[src/common/port_cfg.svh]
// Offsets, field positions, codes and timing counts for the debug port
`ifndef PORT_CFG_SVH
`define PORT_CFG_SVH
`define CTRL_OFF 12'h000
`define STAT_OFF 12'h004
`define CMP_OFF 12'h008
`define CTRL_RUN_BIT 0
`define CTRL_STOP_BIT 1
`define CTRL_SINGLE_BIT 2
`define CTRL_RESET 3'h0
`define IDLE_NIB 4'h3
`define HEADER_TAG 2'h2
`define NOT_READY 4'h0
`define READY 4'h1
`define CMD_ERR 4'h3
`define BUS_ERR 4'h5
`define CMD_READ 4'h1
`define CMD_WRITE 4'h2
`define SIZE_BYTE 2'h0
`define SIZE_WORD 2'h1
`define SIZE_LONG 2'h2
`define SIZE_BAD 2'h3
`define CMP_RESET 32'h0000_0000
`define ADDR_LAST 3'h7
`define PIN_HIGH_NIB 4'hF
`define HDR_DELAY_MIN 4'h3
`define HDR_DELAY_MAX 4'h4
`endif

[src/common/port_pkg.sv]
// State types of the debug trace and monitor port
package port_pkg;
	typedef enum logic [1:0] {TR_IDLE, TR_HEADER, TR_ADDR} trace_state_type;
	typedef enum logic [2:0] {
		MON_CMD, MON_SIZE, MON_ADDR, MON_DATA, MON_ACCESS, MON_STATUS, MON_READ
	} mon_state_type;
endpackage

[src/rtl/bit_sync.sv]
// Two flip-flop synchroniser for a group of pin inputs
`timescale 1ns/1ps
module bit_sync #(
	parameter int WIDTH = 1,
	parameter logic [WIDTH-1:0] RESET_VALUE = '0
) (
	input wire logic clk,
	input wire logic rst_n,
	input wire logic [WIDTH-1:0] async_in,
	output logic [WIDTH-1:0] sync_out
);
	logic [WIDTH-1:0] meta_reg;

	if (WIDTH < 1) begin : g_check
		$error("bit_sync needs at least one bit");
	end

	always_ff @(posedge clk or negedge rst_n) begin
		if (!rst_n) begin
			meta_reg <= RESET_VALUE;
			sync_out <= RESET_VALUE;
		end else begin
			meta_reg <= async_in;
			sync_out <= meta_reg;
		end
	end
endmodule

[src/rtl/access_check.sv]
// Combinational check of a monitor access against the bus error cases
`timescale 1ns/1ps
`include "port_cfg.svh"
module access_check #(
	parameter logic [31:0] IO8_BASE = 32'hFFFF_8000,
	parameter logic [31:0] IO8_LIMIT = 32'hFFFF_83FF,
	parameter logic [31:0] EXT_BASE = 32'h0040_0000
) (
	input wire logic [31:0] addr,
	input wire logic [1:0] size,
	input wire logic single_chip,
	output logic fault
);
	if (IO8_LIMIT < IO8_BASE) begin : g_check
		$error("access_check region limit below its base");
	end

	wire word_odd = (size == `SIZE_WORD) && addr[0];
	wire long_misaligned = (size == `SIZE_LONG) && (addr[1:0] != 2'h0);
	wire in_io8 = (addr >= IO8_BASE) && (addr <= IO8_LIMIT);
	wire long_io8 = (size == `SIZE_LONG) && in_io8;
	// Nothing answers outside the chip when no external bus exists
	wire ext_single = single_chip && (addr >= EXT_BASE);

	assign fault = word_odd || long_misaligned || long_io8 || ext_single;
endmodule

[src/rtl/debug_trace_monitor_port.sv]
// Debug port: branch trace output and RAM monitor access over a nibble link
// Overview of operation
// - Mode pin low at reset release: trace
// - Trace link clock runs at half rate
// - Idle trace nibbles show 0011
// - Header 10 plus size code, then address
// - Size from matching upper address bits
// - Address nibbles go out lowest first
// - Compared address resets to zero
// - After last nibble: sync released, 0011
// - New branch restarts header and output
// - Only completed addresses update comparison
// - Header starts 1.5 or 2 link clocks
// - Mode pin high at reset release: monitor
// - Monitor captures nibbles while sync asserted
// - Access runs; status 0000 then 0001
// - Read data follows sync release after ready
// - Undefined command sets status bit 1
// - Bus error sets bit 2; bit 3 zero
// - Misaligned, io8 long, external single-chip fault
// - Pin, soft bit or stop bit reset port
// - Standby keeps monitor status not ready
// - Standby halts trace, release resumes it
// - In reset pins high or inputs by mode; stop bit floats all pins
// - Software releases port after pin reset; pin reset keeps the run bit, so a set bit releases it with the pin
//
// The register addresses and the APB interface to the registers were chosen for this implementation.
`timescale 1ns/1ps
`include "port_cfg.svh"
module debug_trace_monitor_port #(
	parameter logic [31:0] IO8_BASE = 32'hFFFF_8000,
	parameter logic [31:0] IO8_LIMIT = 32'hFFFF_83FF,
	parameter logic [31:0] EXT_BASE = 32'h0040_0000
) (
	input wire logic pclk,
	input wire logic presetn,
	input wire logic psel,
	input wire logic penable,
	input wire logic pwrite,
	input wire logic [11:0] paddr,
	input wire logic [31:0] pwdata,
	output logic [31:0] prdata,
	output logic pready,
	output logic pslverr,
	input wire logic soft_standby,
	input wire logic branch_valid,
	input wire logic [31:0] branch_addr,
	output logic mem_req,
	output logic mem_write,
	output logic [1:0] mem_size,
	output logic [31:0] mem_addr,
	output logic [31:0] mem_wdata,
	input wire logic mem_ack,
	input wire logic mem_err,
	input wire logic [31:0] mem_rdata,
	input wire logic port_reset_n,
	input wire logic mode_select,
	input wire logic link_clock_i,
	output logic link_clock_o,
	output logic link_clock_oe,
	input wire logic frame_sync_n_i,
	output logic frame_sync_n_o,
	output logic frame_sync_n_oe,
	input wire logic [3:0] link_nibble_i,
	output logic [3:0] link_nibble_o,
	output logic link_nibble_oe
);
	logic [7:0] pins_sync;
	logic [2:0] ctrl_reg;
	logic mode_reg;
	logic ph_reg;
	logic pend_reg;
	logic wait_reg;
	logic [31:0] pend_addr_reg;
	logic [31:0] cur_addr_reg;
	logic [1:0] cur_code_reg;
	logic [2:0] nib_idx_reg;
	logic [3:0] tr_nib_reg;
	logic tr_sync_reg;
	logic [31:0] cmp_reg;
	port_pkg::trace_state_type tr_state;
	port_pkg::mon_state_type mon_state;
	logic lclk_prev_reg;
	logic [3:0] mcmd_reg;
	logic [2:0] midx_reg;
	logic [3:0] stat_reg;
	logic [31:0] rdata_reg;
	logic bus_fault;
	logic [3:0] age_reg;

	bit_sync #(.WIDTH(8), .RESET_VALUE(8'h00)) u_pin_sync (
		.clk(pclk),
		.rst_n(presetn),
		.async_in({port_reset_n, mode_select, link_clock_i, frame_sync_n_i,
			link_nibble_i}),
		.sync_out(pins_sync)
	);

	wire pin_rst_n = pins_sync[7];
	wire pin_mode = pins_sync[6];
	wire pin_lclk = pins_sync[5];
	wire pin_fsync_n = pins_sync[4];
	wire [3:0] pin_nib = pins_sync[3:0];

	wire stop = ctrl_reg[`CTRL_STOP_BIT];
	wire port_rst = !pin_rst_n || !ctrl_reg[`CTRL_RUN_BIT] || stop;
	wire trace_on = !port_rst && !mode_reg;
	wire mon_on = !port_rst && mode_reg;
	wire tick = trace_on && !soft_standby && ph_reg;

	// Register bus: one wait state, writes land on the completing edge
	wire apb_access = psel && penable;
	wire apb_first = apb_access && !pready;
	wire apb_commit = apb_access && pready;
	wire sel_ctrl = (paddr == `CTRL_OFF);
	wire sel_stat = (paddr == `STAT_OFF);
	wire sel_cmp = (paddr == `CMP_OFF);
	wire mapped = sel_ctrl || sel_stat || sel_cmp;
	wire [31:0] stat_word = {24'h00_0000, mon_state, tr_state, soft_standby,
		!port_rst, mode_reg};
	wire [31:0] read_mux = sel_ctrl ? {29'h0000_0000, ctrl_reg} :
		sel_stat ? stat_word : sel_cmp ? cmp_reg : 32'h0000_0000;

	always_ff @(posedge pclk or negedge presetn) begin
		if (!presetn) begin
			pready <= 1'b0;
			pslverr <= 1'b0;
			prdata <= 32'h0000_0000;
			ctrl_reg <= `CTRL_RESET;
		end else begin
			pready <= apb_first;
			pslverr <= apb_first && !mapped;
			if (apb_first && !pwrite) begin
				prdata <= read_mux;
			end
			if (apb_commit && pwrite && sel_ctrl) begin
				ctrl_reg <= pwdata[2:0];
			end
		end
	end

	// Mode is only taken while the port is held in reset
	always_ff @(posedge pclk or negedge presetn) begin
		if (!presetn) begin
			mode_reg <= 1'b0;
		end else if (port_rst) begin
			mode_reg <= pin_mode;
		end
	end

	// Branch trace: size choice and nibble selection
	wire m4 = pend_addr_reg[31:4] == cmp_reg[31:4];
	wire m8 = pend_addr_reg[31:8] == cmp_reg[31:8];
	wire m16 = pend_addr_reg[31:16] == cmp_reg[31:16];
	wire [1:0] size_code = m4 ? 2'h0 : m8 ? 2'h1 : m16 ? 2'h2 : 2'h3;
	wire [2:0] last_idx = 3'((4'h1 << cur_code_reg) - 4'h1);
	wire start = tick && pend_reg && wait_reg;
	wire in_addr = tr_state == port_pkg::TR_ADDR;
	wire last_out = tick && in_addr && (nib_idx_reg == last_idx);
	wire [2:0] idx_inc = nib_idx_reg + 3'h1;
	wire [3:0] next_nib = cur_addr_reg[{idx_inc, 2'b00} +: 4];

	always_ff @(posedge pclk or negedge presetn) begin
		if (!presetn) begin
			ph_reg <= 1'b0;
			pend_reg <= 1'b0;
			wait_reg <= 1'b0;
			pend_addr_reg <= 32'h0000_0000;
		end else if (!trace_on) begin
			ph_reg <= 1'b0;
			pend_reg <= 1'b0;
			wait_reg <= 1'b0;
		end else begin
			if (!soft_standby) begin
				ph_reg <= !ph_reg;
			end
			if (branch_valid) begin
				pend_reg <= 1'b1;
				wait_reg <= 1'b0;
				pend_addr_reg <= branch_addr;
			end else if (tick && pend_reg) begin
				// Second falling link edge after the branch starts the header
				wait_reg <= 1'b1;
				pend_reg <= !wait_reg;
			end
		end
	end

	always_ff @(posedge pclk or negedge presetn) begin
		if (!presetn) begin
			tr_state <= port_pkg::TR_IDLE;
			tr_nib_reg <= `IDLE_NIB;
			tr_sync_reg <= 1'b1;
			cur_addr_reg <= 32'h0000_0000;
			cur_code_reg <= 2'h0;
			nib_idx_reg <= 3'h0;
			cmp_reg <= `CMP_RESET;
		end else if (!trace_on) begin
			tr_state <= port_pkg::TR_IDLE;
			tr_nib_reg <= `IDLE_NIB;
			tr_sync_reg <= 1'b1;
			nib_idx_reg <= 3'h0;
			cmp_reg <= `CMP_RESET;
		end else if (start) begin
			// Restart abandons any address still going out
			tr_state <= port_pkg::TR_HEADER;
			cur_addr_reg <= pend_addr_reg;
			cur_code_reg <= size_code;
			tr_nib_reg <= {`HEADER_TAG, size_code};
			tr_sync_reg <= 1'b1;
		end else if (tick && tr_state == port_pkg::TR_HEADER) begin
			tr_state <= port_pkg::TR_ADDR;
			nib_idx_reg <= 3'h0;
			tr_nib_reg <= cur_addr_reg[3:0];
			tr_sync_reg <= 1'b0;
		end else if (last_out) begin
			tr_state <= port_pkg::TR_IDLE;
			tr_nib_reg <= `IDLE_NIB;
			tr_sync_reg <= 1'b1;
			cmp_reg <= cur_addr_reg;
		end else if (tick && in_addr) begin
			nib_idx_reg <= idx_inc;
			tr_nib_reg <= next_nib;
		end
	end

	// RAM monitor: link clock edges found by sampling the synchronised pin
	wire lrise = pin_lclk && !lclk_prev_reg;
	wire fs = !pin_fsync_n;
	wire take = lrise && fs;
	wire is_read = mcmd_reg == `CMD_READ;
	wire is_write = mcmd_reg == `CMD_WRITE;
	wire bad_cmd = !(is_read || is_write) || (mem_size == `SIZE_BAD);
	wire [2:0] data_last = 3'((4'h2 << mem_size) - 4'h1);
	wire [3:0] rd_nib = rdata_reg[{midx_reg, 2'b00} +: 4];
	wire mon_drive = (mon_state == port_pkg::MON_ACCESS) ||
		(mon_state == port_pkg::MON_STATUS) || (mon_state == port_pkg::MON_READ);
	wire [3:0] mon_nib = (mon_state == port_pkg::MON_READ) ? rd_nib :
		soft_standby ? `NOT_READY : stat_reg;

	access_check #(
		.IO8_BASE(IO8_BASE),
		.IO8_LIMIT(IO8_LIMIT),
		.EXT_BASE(EXT_BASE)
	) u_access_check (
		.addr(mem_addr),
		.size(mem_size),
		.single_chip(ctrl_reg[`CTRL_SINGLE_BIT]),
		.fault(bus_fault)
	);

	always_ff @(posedge pclk or negedge presetn) begin
		if (!presetn) begin
			lclk_prev_reg <= 1'b0;
		end else begin
			lclk_prev_reg <= pin_lclk;
		end
	end

	always_ff @(posedge pclk or negedge presetn) begin
		if (!presetn) begin
			mon_state <= port_pkg::MON_CMD;
			mcmd_reg <= 4'h0;
			midx_reg <= 3'h0;
			stat_reg <= `NOT_READY;
			rdata_reg <= 32'h0000_0000;
			mem_req <= 1'b0;
			mem_write <= 1'b0;
			mem_size <= `SIZE_BYTE;
			mem_addr <= 32'h0000_0000;
			mem_wdata <= 32'h0000_0000;
		end else if (!mon_on) begin
			mon_state <= port_pkg::MON_CMD;
			midx_reg <= 3'h0;
			stat_reg <= `NOT_READY;
			mem_req <= 1'b0;
		end else begin
			case (mon_state)
			port_pkg::MON_CMD: begin
				stat_reg <= `NOT_READY;
				if (take) begin
					mcmd_reg <= pin_nib;
					mon_state <= port_pkg::MON_SIZE;
				end
			end
			port_pkg::MON_SIZE: begin
				if (take) begin
					mem_size <= pin_nib[1:0];
					midx_reg <= 3'h0;
					mon_state <= port_pkg::MON_ADDR;
				end
			end
			port_pkg::MON_ADDR: begin
				if (take) begin
					mem_addr[{midx_reg, 2'b00} +: 4] <= pin_nib;
					midx_reg <= midx_reg + 3'h1;
					if (midx_reg == `ADDR_LAST) begin
						mon_state <= is_write ? port_pkg::MON_DATA :
							port_pkg::MON_ACCESS;
					end
				end
			end
			port_pkg::MON_DATA: begin
				if (take) begin
					mem_wdata[{midx_reg, 2'b00} +: 4] <= pin_nib;
					midx_reg <= midx_reg + 3'h1;
					if (midx_reg == data_last) begin
						midx_reg <= 3'h0;
						mon_state <= port_pkg::MON_ACCESS;
					end
				end
			end
			port_pkg::MON_ACCESS: begin
				if (mem_req) begin
					if (mem_ack) begin
						mem_req <= 1'b0;
						rdata_reg <= mem_rdata;
						stat_reg <= mem_err ? `BUS_ERR : `READY;
						mon_state <= port_pkg::MON_STATUS;
					end
				end else if (!soft_standby) begin
					if (bad_cmd) begin
						stat_reg <= `CMD_ERR;
						mon_state <= port_pkg::MON_STATUS;
					end else if (bus_fault) begin
						stat_reg <= `BUS_ERR;
						mon_state <= port_pkg::MON_STATUS;
					end else begin
						mem_req <= 1'b1;
						mem_write <= is_write;
					end
				end
			end
			port_pkg::MON_STATUS: begin
				if (lrise && !fs) begin
					midx_reg <= 3'h0;
					mon_state <= (is_read && stat_reg == `READY) ?
						port_pkg::MON_READ : port_pkg::MON_CMD;
				end
			end
			port_pkg::MON_READ: begin
				if (lrise) begin
					midx_reg <= midx_reg + 3'h1;
					if (midx_reg == data_last) begin
						mon_state <= port_pkg::MON_CMD;
					end
				end
			end
			default: begin
				mon_state <= port_pkg::MON_CMD;
			end
			endcase
		end
	end

	// Pins: floated on stop, high or input in reset, else by mode
	wire pins_drive = !stop && (port_rst ? !pin_mode : !mode_reg);

	always_ff @(posedge pclk or negedge presetn) begin
		if (!presetn) begin
			link_clock_o <= 1'b1;
			link_clock_oe <= 1'b0;
			frame_sync_n_o <= 1'b1;
			frame_sync_n_oe <= 1'b0;
			link_nibble_o <= `PIN_HIGH_NIB;
			link_nibble_oe <= 1'b0;
		end else begin
			link_clock_o <= port_rst || ph_reg;
			link_clock_oe <= pins_drive;
			frame_sync_n_o <= port_rst || tr_sync_reg;
			frame_sync_n_oe <= pins_drive;
			link_nibble_o <= port_rst ? `PIN_HIGH_NIB :
				mode_reg ? mon_nib : tr_nib_reg;
			link_nibble_oe <= pins_drive || (mon_on && mon_drive && !stop);
		end
	end

	// Cycles since the last branch, read only by the header timing check
	always_ff @(posedge pclk or negedge presetn) begin
		if (!presetn) begin
			age_reg <= 4'h0;
		end else if (branch_valid) begin
			age_reg <= 4'h1;
		end else if (age_reg != 4'hF) begin
			age_reg <= age_reg + 4'h1;
		end
	end

	AST_HALF_CLOCK: assert property (@(posedge pclk) disable iff (!presetn)
		(trace_on && !soft_standby) |=> (ph_reg != $past(ph_reg)))
		else $error("trace link clock did not toggle");
	AST_IDLE_PATTERN: assert property (@(posedge pclk) disable iff (!presetn)
		(tr_state == port_pkg::TR_IDLE) |-> (tr_nib_reg == `IDLE_NIB && tr_sync_reg))
		else $error("idle trace nibble wrong");
	AST_HEADER_CODE: assert property (@(posedge pclk) disable iff (!presetn)
		start |=> (tr_nib_reg == {`HEADER_TAG, $past(size_code)}) && tr_sync_reg)
		else $error("trace header code wrong");
	AST_SYNC_LOW: assert property (@(posedge pclk) disable iff (!presetn)
		(tr_state == port_pkg::TR_HEADER && tick && !start) |=>
		(!tr_sync_reg && tr_nib_reg == cur_addr_reg[3:0]))
		else $error("first address nibble wrong");
	AST_CMP_ONLY_DONE: assert property (@(posedge pclk) disable iff (!presetn)
		(cmp_reg != $past(cmp_reg)) |-> ($past(last_out) || $past(!trace_on)))
		else $error("compared address changed without completion");
	AST_HEADER_DELAY: assert property (@(posedge pclk)
		disable iff (!presetn || !trace_on || soft_standby)
		start |-> (age_reg >= `HDR_DELAY_MIN && age_reg <= `HDR_DELAY_MAX))
		else $error("header delay out of range");
	AST_STANDBY_NOT_READY: assert property (@(posedge pclk)
		disable iff (!presetn)
		(mon_on && soft_standby && mon_state == port_pkg::MON_ACCESS && !mem_req)
		|=> !mem_req ##1 (link_nibble_o == `NOT_READY || !mon_on))
		else $error("monitor progressed in standby");
	AST_CMD_ERROR: assert property (@(posedge pclk) disable iff (!presetn)
		(mon_on && mon_state == port_pkg::MON_ACCESS && !mem_req && bad_cmd &&
		!soft_standby) |=> (stat_reg == `CMD_ERR && !mem_req))
		else $error("undefined command not flagged");
	AST_RESET_PINS: assert property (@(posedge pclk) disable iff (!presetn)
		(port_rst && !stop && !pin_mode) |=> (link_clock_oe && link_clock_o &&
		frame_sync_n_oe && frame_sync_n_o && link_nibble_o == `PIN_HIGH_NIB))
		else $error("reset pin levels wrong");
	AST_STOP_HIZ: assert property (@(posedge pclk) disable iff (!presetn)
		stop |=> !(link_clock_oe || frame_sync_n_oe || link_nibble_oe))
		else $error("pins driven in module stop");
endmodule

[config.mk]
export PLATFORM = sky130hd
export DESIGN_NAME = debug_trace_monitor_port
export DESIGN_NICKNAME = d
export VERILOG_FILES = /design/src/common/port_pkg.sv /design/src/rtl/bit_sync.sv /design/src/rtl/access_check.sv /design/src/rtl/debug_trace_monitor_port.sv
export VERILOG_INCLUDE_DIRS = /design/src /design/src/common
export SDC_FILE = /design/constraint.sdc
export NUM_CORES = 1
export LEC_CHECK = 0
export ABC_CLOCK_PERIOD_IN_PS = 3480
export BUFFER_PORTS_ARGS = -buffer_cell sky130_fd_sc_hd__buf_2
export CORE_MARGIN = 2
export CORE_UTILIZATION = 50
export CTS_CLUSTER_DIAMETER = 80
export DETAILED_ROUTE_END_ITERATION = 10
export HOLD_SLACK_MARGIN = 0.05
export PLACE_DENSITY = 0.74
export SLEW_MARGIN = 5
export SYNTH_ARGS = -nofsm -noshare
export SYNTH_HDL_FRONTEND = slang
export SYNTH_SLANG_ARGS = --single-unit
[constraint.sdc]
create_clock -name pclk -period 3.48 [get_ports pclk]
set_input_delay 0.696 -clock pclk [delete_from_list [all_inputs] [get_ports pclk]]
set_output_delay 0.696 -clock pclk [all_outputs]
set_load 0.02 [all_outputs]
=== Yosys cells after proc, flatten, opt, wreduce, memory -nomap -nowiden ===
Cells that the tools add are included.

* Memories kept: 0
* Output and inout bits: 111
* Word-level logic and storage cells: 255
* Bits in registers: 288
* Input port bits: 125
* Bits in latches: 0
* Memory bits (writable): 0
* ROM bits: 0

* Order comparisons: 3
* Equality and inequality tests: 46
* Shift-type cells: 6
* Div/mod/pow operators: 0
* $mul: 0
* Bitwise gates (word level): 4
* Reduce and logical (&&, ||, !) cells: 73
* Add/subtract/negate cells: 5
* Multiplexer cells: 84

{| class="wikitable"
|+ Operators with widths
! cell !! number
|-
| 32-bit two-way mux || 7
|-
| 3-bit two-way mux || 30
|-
| 32-bit bitwise mux || 2
|-
| 32-bit by 6-bit variable part select with 4-bit output || 2
|-
| 4-bit two-way mux || 15
|-
| 32-bit by 23-bit >= comparator with 1-bit output (second input constant) || 1
|-
| 32-bit >= comparator (second input constant) || 1
|-
| 32-bit less-or-equal comparator (second input constant) || 1
|-
| 4-bit by 7-bit variable shift with 32-bit output (first input constant) || 1
|-
| 4-bit by 7-bit variable part select with 32-bit output || 1
|-
| 28-bit equality test || 1
|-
| 1-bit logical AND || 28
|-
| 24-bit equality test || 1
|-
| 1-bit two-way mux || 21
|-
| 3-bit != test (second input constant) || 7
|-
| 3-bit case mux with 7 select lines || 1
|-
| 3-bit AND reduction || 6
|-
| 16-bit equality test || 1
|-
| 1-bit zero test || 15
|-
| 3-bit case mux with 5 select lines || 1
|-
| 1-bit logical OR || 14
|-
| 12-bit by 3-bit equality test with 1-bit output (second input constant) || 1
|-
| 12-bit by 4-bit equality test with 1-bit output (second input constant) || 1
|-
| 3-bit equality test (second input constant) || 4
|-
| 31 further kinds || 58
|}

=== Depth between registers and ports, before layout ===
* Word-level depth: 13
* Mapped depth: 9

=== Cells and area by module ===
From an unflattened synthesis, not the netlist that was laid out.

* Cell total of the unflattened synthesis: 955
* Area total of the unflattened synthesis: 12375.6 um2

{| class="wikitable"
|+ By module, submodules not included
! module !! cells each !! area an instance (um2) !! times used
|-
| debug_trace_monitor_port || 923 || 11865.1 || 1
|-
| bit_sync || 16 || 400.4 || 1
|-
| access_check || 16 || 110.1 || 1
|}

=== Least setup slack after synthesis ===
No wires, ideal clock.

* Path kind: register to register
* Start point: register midx_reg[0]
* End point: register mem_wdata[16]
* Clock period less this slack: 2.565 ns
* Buffers on the path: 2
* Path slack: 0.915 ns
* Cell stages (with the launch flop): 9
* Arrival time: 2.441 ns
* Cell sequence: dfrtp_1 buf_2 clkbuf_1 inv_1 ha_1 ha_1 and4_2 and2_2 mux2_2

* Word-level cells in the longest chain between the ends: 3
* Elaborated cells between the ends (all ways): 4
* Those cells by class: add/sub (1); shift (2); mux (1)

{| class="wikitable"
|+ Ends and longest elaborated chain
! what !! RTL line !! text
|-
| from (decl) || debug_trace_monitor_port.sv:85 || <nowiki>logic [2:0] midx_reg;</nowiki>
|-
| from (signal assigned) || debug_trace_monitor_port.sv:296 || <nowiki>midx_reg <= midx_reg + 3'h1;</nowiki>
|-
| from (signal assigned) || debug_trace_monitor_port.sv:306 || <nowiki>midx_reg <= midx_reg + 3'h1;</nowiki>
|-
| from (signal assigned) || debug_trace_monitor_port.sv:343 || <nowiki>midx_reg <= midx_reg + 3'h1;</nowiki>
|-
| 5-bit negator with 7-bit output * || debug_trace_monitor_port.sv:305 || <nowiki>mem_wdata[{midx_reg, 2'b00} +: 4] <= pin_nib;</nowiki>
|-
| 4-bit by 7-bit variable part select with 32-bit output or 4-bit by 7-bit variable shift with 32-bit output (tied branches) || debug_trace_monitor_port.sv:305 ||
|-
| 32-bit bitwise mux * || debug_trace_monitor_port.sv:305 ||
|-
| to (signal, indexed assignment) || debug_trace_monitor_port.sv:305 ||
|-
| to (decl) || debug_trace_monitor_port.sv:52 || <nowiki>output logic [31:0] mem_wdata,</nowiki>
|}

Every way passes the cells marked *; elsewhere a longest branch is shown, timed or not.
A chain may end at the register's enable or synchronous reset.

=== Final worst setup path ===
* Start point: register mode_reg
* End point: register nib_idx_reg[2]

* Word-level cells in the longest chain between the ends: 8
* Elaborated cells between the ends (all ways): 16
* Those cells by class: eq/ne (3); mux (3); reduce/logical (10)

{| class="wikitable"
|+ Ends and longest elaborated chain
! what !! RTL line !! text
|-
| from (decl) || debug_trace_monitor_port.sv:70 || <nowiki>logic mode_reg;</nowiki>
|-
| from (signal assigned) || debug_trace_monitor_port.sv:147 || <nowiki>mode_reg <= pin_mode;</nowiki>
|-
| 1-bit zero test * || debug_trace_monitor_port.sv:107 || <nowiki>wire trace_on = !port_rst && !mode_reg;</nowiki>
|-
| 1-bit logical AND * || debug_trace_monitor_port.sv:107 ||
|-
| 1-bit logical AND (2 in series) || debug_trace_monitor_port.sv:109 || <nowiki>wire tick = trace_on && !soft_standby && ph_reg;</nowiki>
|-
| 1-bit logical AND, on equally long branches || -- ||
|-
| 1-bit logical AND, or another cell as far along || debug_trace_monitor_port.sv:159 || <nowiki>wire last_out = tick && in_addr && (nib_idx_reg == last_idx);</nowiki>
|-
| 3-bit by 2-bit != test with 1-bit output (no source line), or another cell as far along || -- ||
|-
| 3-bit AND reduction (no source line) or 3-bit two-way mux (tied branches) || -- ||
|-
| to (signal assigned) || debug_trace_monitor_port.sv:222 || <nowiki>nib_idx_reg <= idx_inc;</nowiki>
|-
| to (decl) || debug_trace_monitor_port.sv:77 || <nowiki>logic [2:0] nib_idx_reg;</nowiki>
|}

Every way passes the cells marked *; elsewhere a longest branch is shown, timed or not. The select of a mux whose other input is x is not followed.

==> impl_summary.txt <==
----------------------------------------------------
[STA]
  Min cycle time layout ... between 2 and 3 ns
  Setup TNS after final layout ... 0 ns
  Max-Slew Margin vs Limit ... 47.3%
  Max Transition Viols Final ... 0
  Upper clock frequency limit ... approximately 370 MHz
  Post-route clock period utilization ... 78.1%
  Final number of setup-violating endpoints ... 0
  Number of hold violations in the final report ... 0
  Pin slew with the least headroom to its limit ... a little under 0.8 ns
  Unrepaired setup endpoints after global routing ... no
  Setup Skew ... approximately 0.013 ns
  Worst hold margin ... 0.177 ns

[Critical path]
  Arrival time reported for the critical path endpoint ... 3.14 ns
  Crit path launch type ... flop
  Stages on the worst setup path ... 6
  Kind of cell adding the most delay to the critical path ... simple AND/OR/NAND/NOR gates
  CP max stage cell ... and4bb_2
  Path type of the worst setup path ... flop to flop
  Critical Path End Type ... flop
  R2R cell count ... 6
  Worst path max stage delay ... 0.76 ns
  CP Buf/Inv Count ... 0
  Critical path cell sequence ... and4bb_2 -> nand2_2 -> nor4_1 -> a21oi_1 -> o211ai_1 -> o21ai_0
  Data required, critical path ... between 3 and 4 ns
  Max FO, Critical Path ... 24

[Final layout]
  Share of layout cells above drive strength 1 ... a little under two fifths
  Area growth from synthesis to final layout ... 19.0%
  Final #Nets ... approximately 1400
  Final antenna diode count ... 0

[Clocking]
  Maximum buffer depth of the clock tree ... 3
  Post-CTS Repair Setup Buffers ... 0
  CTS sink count ... 287
  Clock tree from TritonCTS ... yes
  Post-CTS clock slew at the launch and capture registers of the worst setup and hold paths ... ~0.060 ns
  Skew-Pair Late Insertion Delay ... between 0.5 and 0.6 ns
  Number of hold buffers added after cts ... 0
  TritonCTS buffer count ... 30
  Number of H-tree levels ... 1
  Cell chosen for the clock root ... clkbuf_16
  Quantity of gates resized following cts ... 0

[Placed design]
  Total of buffers placed on input and output ports ... roughly 200
  Placer congestion estimate ... about 0.87
  Final HPWL DP ... 21100 um

[Yosys]
  Post-synthesis instance total ... roughly 1100
  Number of synthesized flops with an enable pin ... 0
  Synthesized net count ... 1190
  Top-count cell post-synth ... dfrtp_1
  Top cell types by occurrence after synthesis ... dfrtp_1, nand2_1, mux2_2
  Syn. warnings ... 0
  Share of the synthesized area in the top cell type ... a little under three fifths
  Flip-flop and latch count after synthesis ... around 290
  Number of distinct library cell variants in the gate-level netlist after synthesis ... slightly above 70
  Average cell area after synthesis ... 12.0 sq um
  Netlist area before placement ... 12600 sq um
  Sequential element share of the synthesized area ... a little under three fifths
  Leading register cell type out of synthesis ... dfrtp_1
  Synth area leaders ... dfrtp_1, mux2_2, nand2_1
  Top cell type by total area after synthesis ... dfrtp_1
  Fraction of registers with async set or reset after synthesis ... 100%

[Routing]
  Detailed-router iteration count before antenna repair ... 7
  Post-DRT Antenna Nets ... 0
  Total number of vias ... 8974
  Number of DRC markers after the initial detailed-route iteration ... 668
  Vias per inst ... 5.53
  Wire length reported by the detailed router ... 29700 um
  Routed wire per std cell ... 18.3 um
  DR DRC count ... 0

[Hold path]
  Classification of the worst-slack hold path ... input pin to async pin

[Pwr]
  Peak VDD IR ... 0.351 mV
  Leak ... 0.00764 uW
  Pwr Density ... 447 nW/um^2

[Global routing]
  Via count of the first global-routing pass ... 8963
  Largest net degree at the start of global routing ... 101
  All-Layer GR Usage ... 22.5%
  First-pass GRT wire length ... 48000 um
  Overflow left after global routing ... 0
  Number of antenna violations at the first check in global routing ... 0

[Floorplanning]
  Height of the die ... 163 um
  Area of the core ... about 25000 sq um
  Horizontal extent of the die ... 163 um
  Top-level I/O count ... 236
  Total Die Area ... 26600 sq um
  Number of rows in the core area ... 58
  Effective utilization at floorplan ... a little over 50%

[Run status]
  Run status ... completed

[Job]
  Max-cap viol count ... 0

----------------------------------------------------
[final timing paths]
check	start	endpoint	slack (ns)
min in group pclk	frame_sync_n_i	u_pin_sync.meta_reg[4]	0.26
min reg2reg	u_pin_sync.meta_reg[4]	u_pin_sync.sync_out[4]	0.35
max reg2reg	mode_reg	nib_idx_reg[2]	0.76
min	presetn	rdata_reg[2]	0.18
max in group asynchronous	presetn	frame_sync_n_o	2.36
max	mode_reg	nib_idx_reg[2]	0.76
[layer usage]
metal / up-vias / routed length (um) / track usage [%] / part of all wire (%)
met5: - / 0 / 0 / 0
met4: 0 / 760 / 6.03 / 2.6
met3: 61 / 1560 / 3.51 / 5.2
met2: 282 / 14700 / 38.2 / 50
met1: 4470 / 12700 / 30.3 / 43
li1: 4161 / - / - / -
[cell families (layout without fill, tap and decap cells)]
kind of cell    after synthesis  count (layout)  synth area share, %
simple gates                361             361                 13.5
flops                       287             287                 56.9
mux                         166             166                 16.1
compound gates              147             147                 8.19
buf+inv                      57             292                 2.31
xor+xnor                     31              31                 2.15
fa+ha+maj                     8               8                0.792
[cells in the final DEF, fill, tap and decap left out, types with 3 or more instances in the layout]
cell,instances
dfstp_2,9
o21ai_2,12
mux2_2,138
mux4_2,16
o211ai_1,4
clkbuf_8,5
o21ai_1,21
dfrtp_1,278
buf_12,4
a22o_1,27
nand2_2,7
o31ai_1,7
nor2_1,40
nor3_1,10
a211oi_1,3
nor4_1,8
clkbuf_16,31
a21oi_1,22
xnor2_1,16
o21ai_0,23
and2_1,3
nand2_1,205
nand4b_1,4
nand3b_1,7
and3_1,5
buf_2,205
buf_4,18
mux2i_1,11
nand3_1,12
ha_1,8
or3_1,4
nand2b_1,11
clkinv_2,10
a22oi_1,8
o2bb2ai_1,4
inv_1,7
clkbuf_1,6
nor2b_1,12
nand4_1,12
xor2_1,15
[report_power, final]
group,internal (uW),switching (uW)
clock,1880,1310
combinational,58.0,106
sequential,3350,11.6
total,5290,1430
[metrics by stage]
step	cell area, sq um	std cells	utilization [%]	total power, uW	worst slack, ns
CTS	15000	1622	60.2	6780	0.812
detailed placement	14000	1566	56.3	3590	0.787
global route	15000	1622	60.2	6950	0.613
global placement	14000	1566	56.3	3590	0.810
finish	15000	1622	60.2	6720	0.762
floorplan	12600	1057	-	3450	0.915
[area by class of cell]
class                      count  area (sq um)
inverter                       8          30.0
clock inverter                14           125
multi-input combinational    713          5160
sequential                   287          7190
tap                          330           413
fill                        2028          9920
timing repair buffer         228          1260
clock buffer                  42           867
Power figures use the tool's default switching activity.
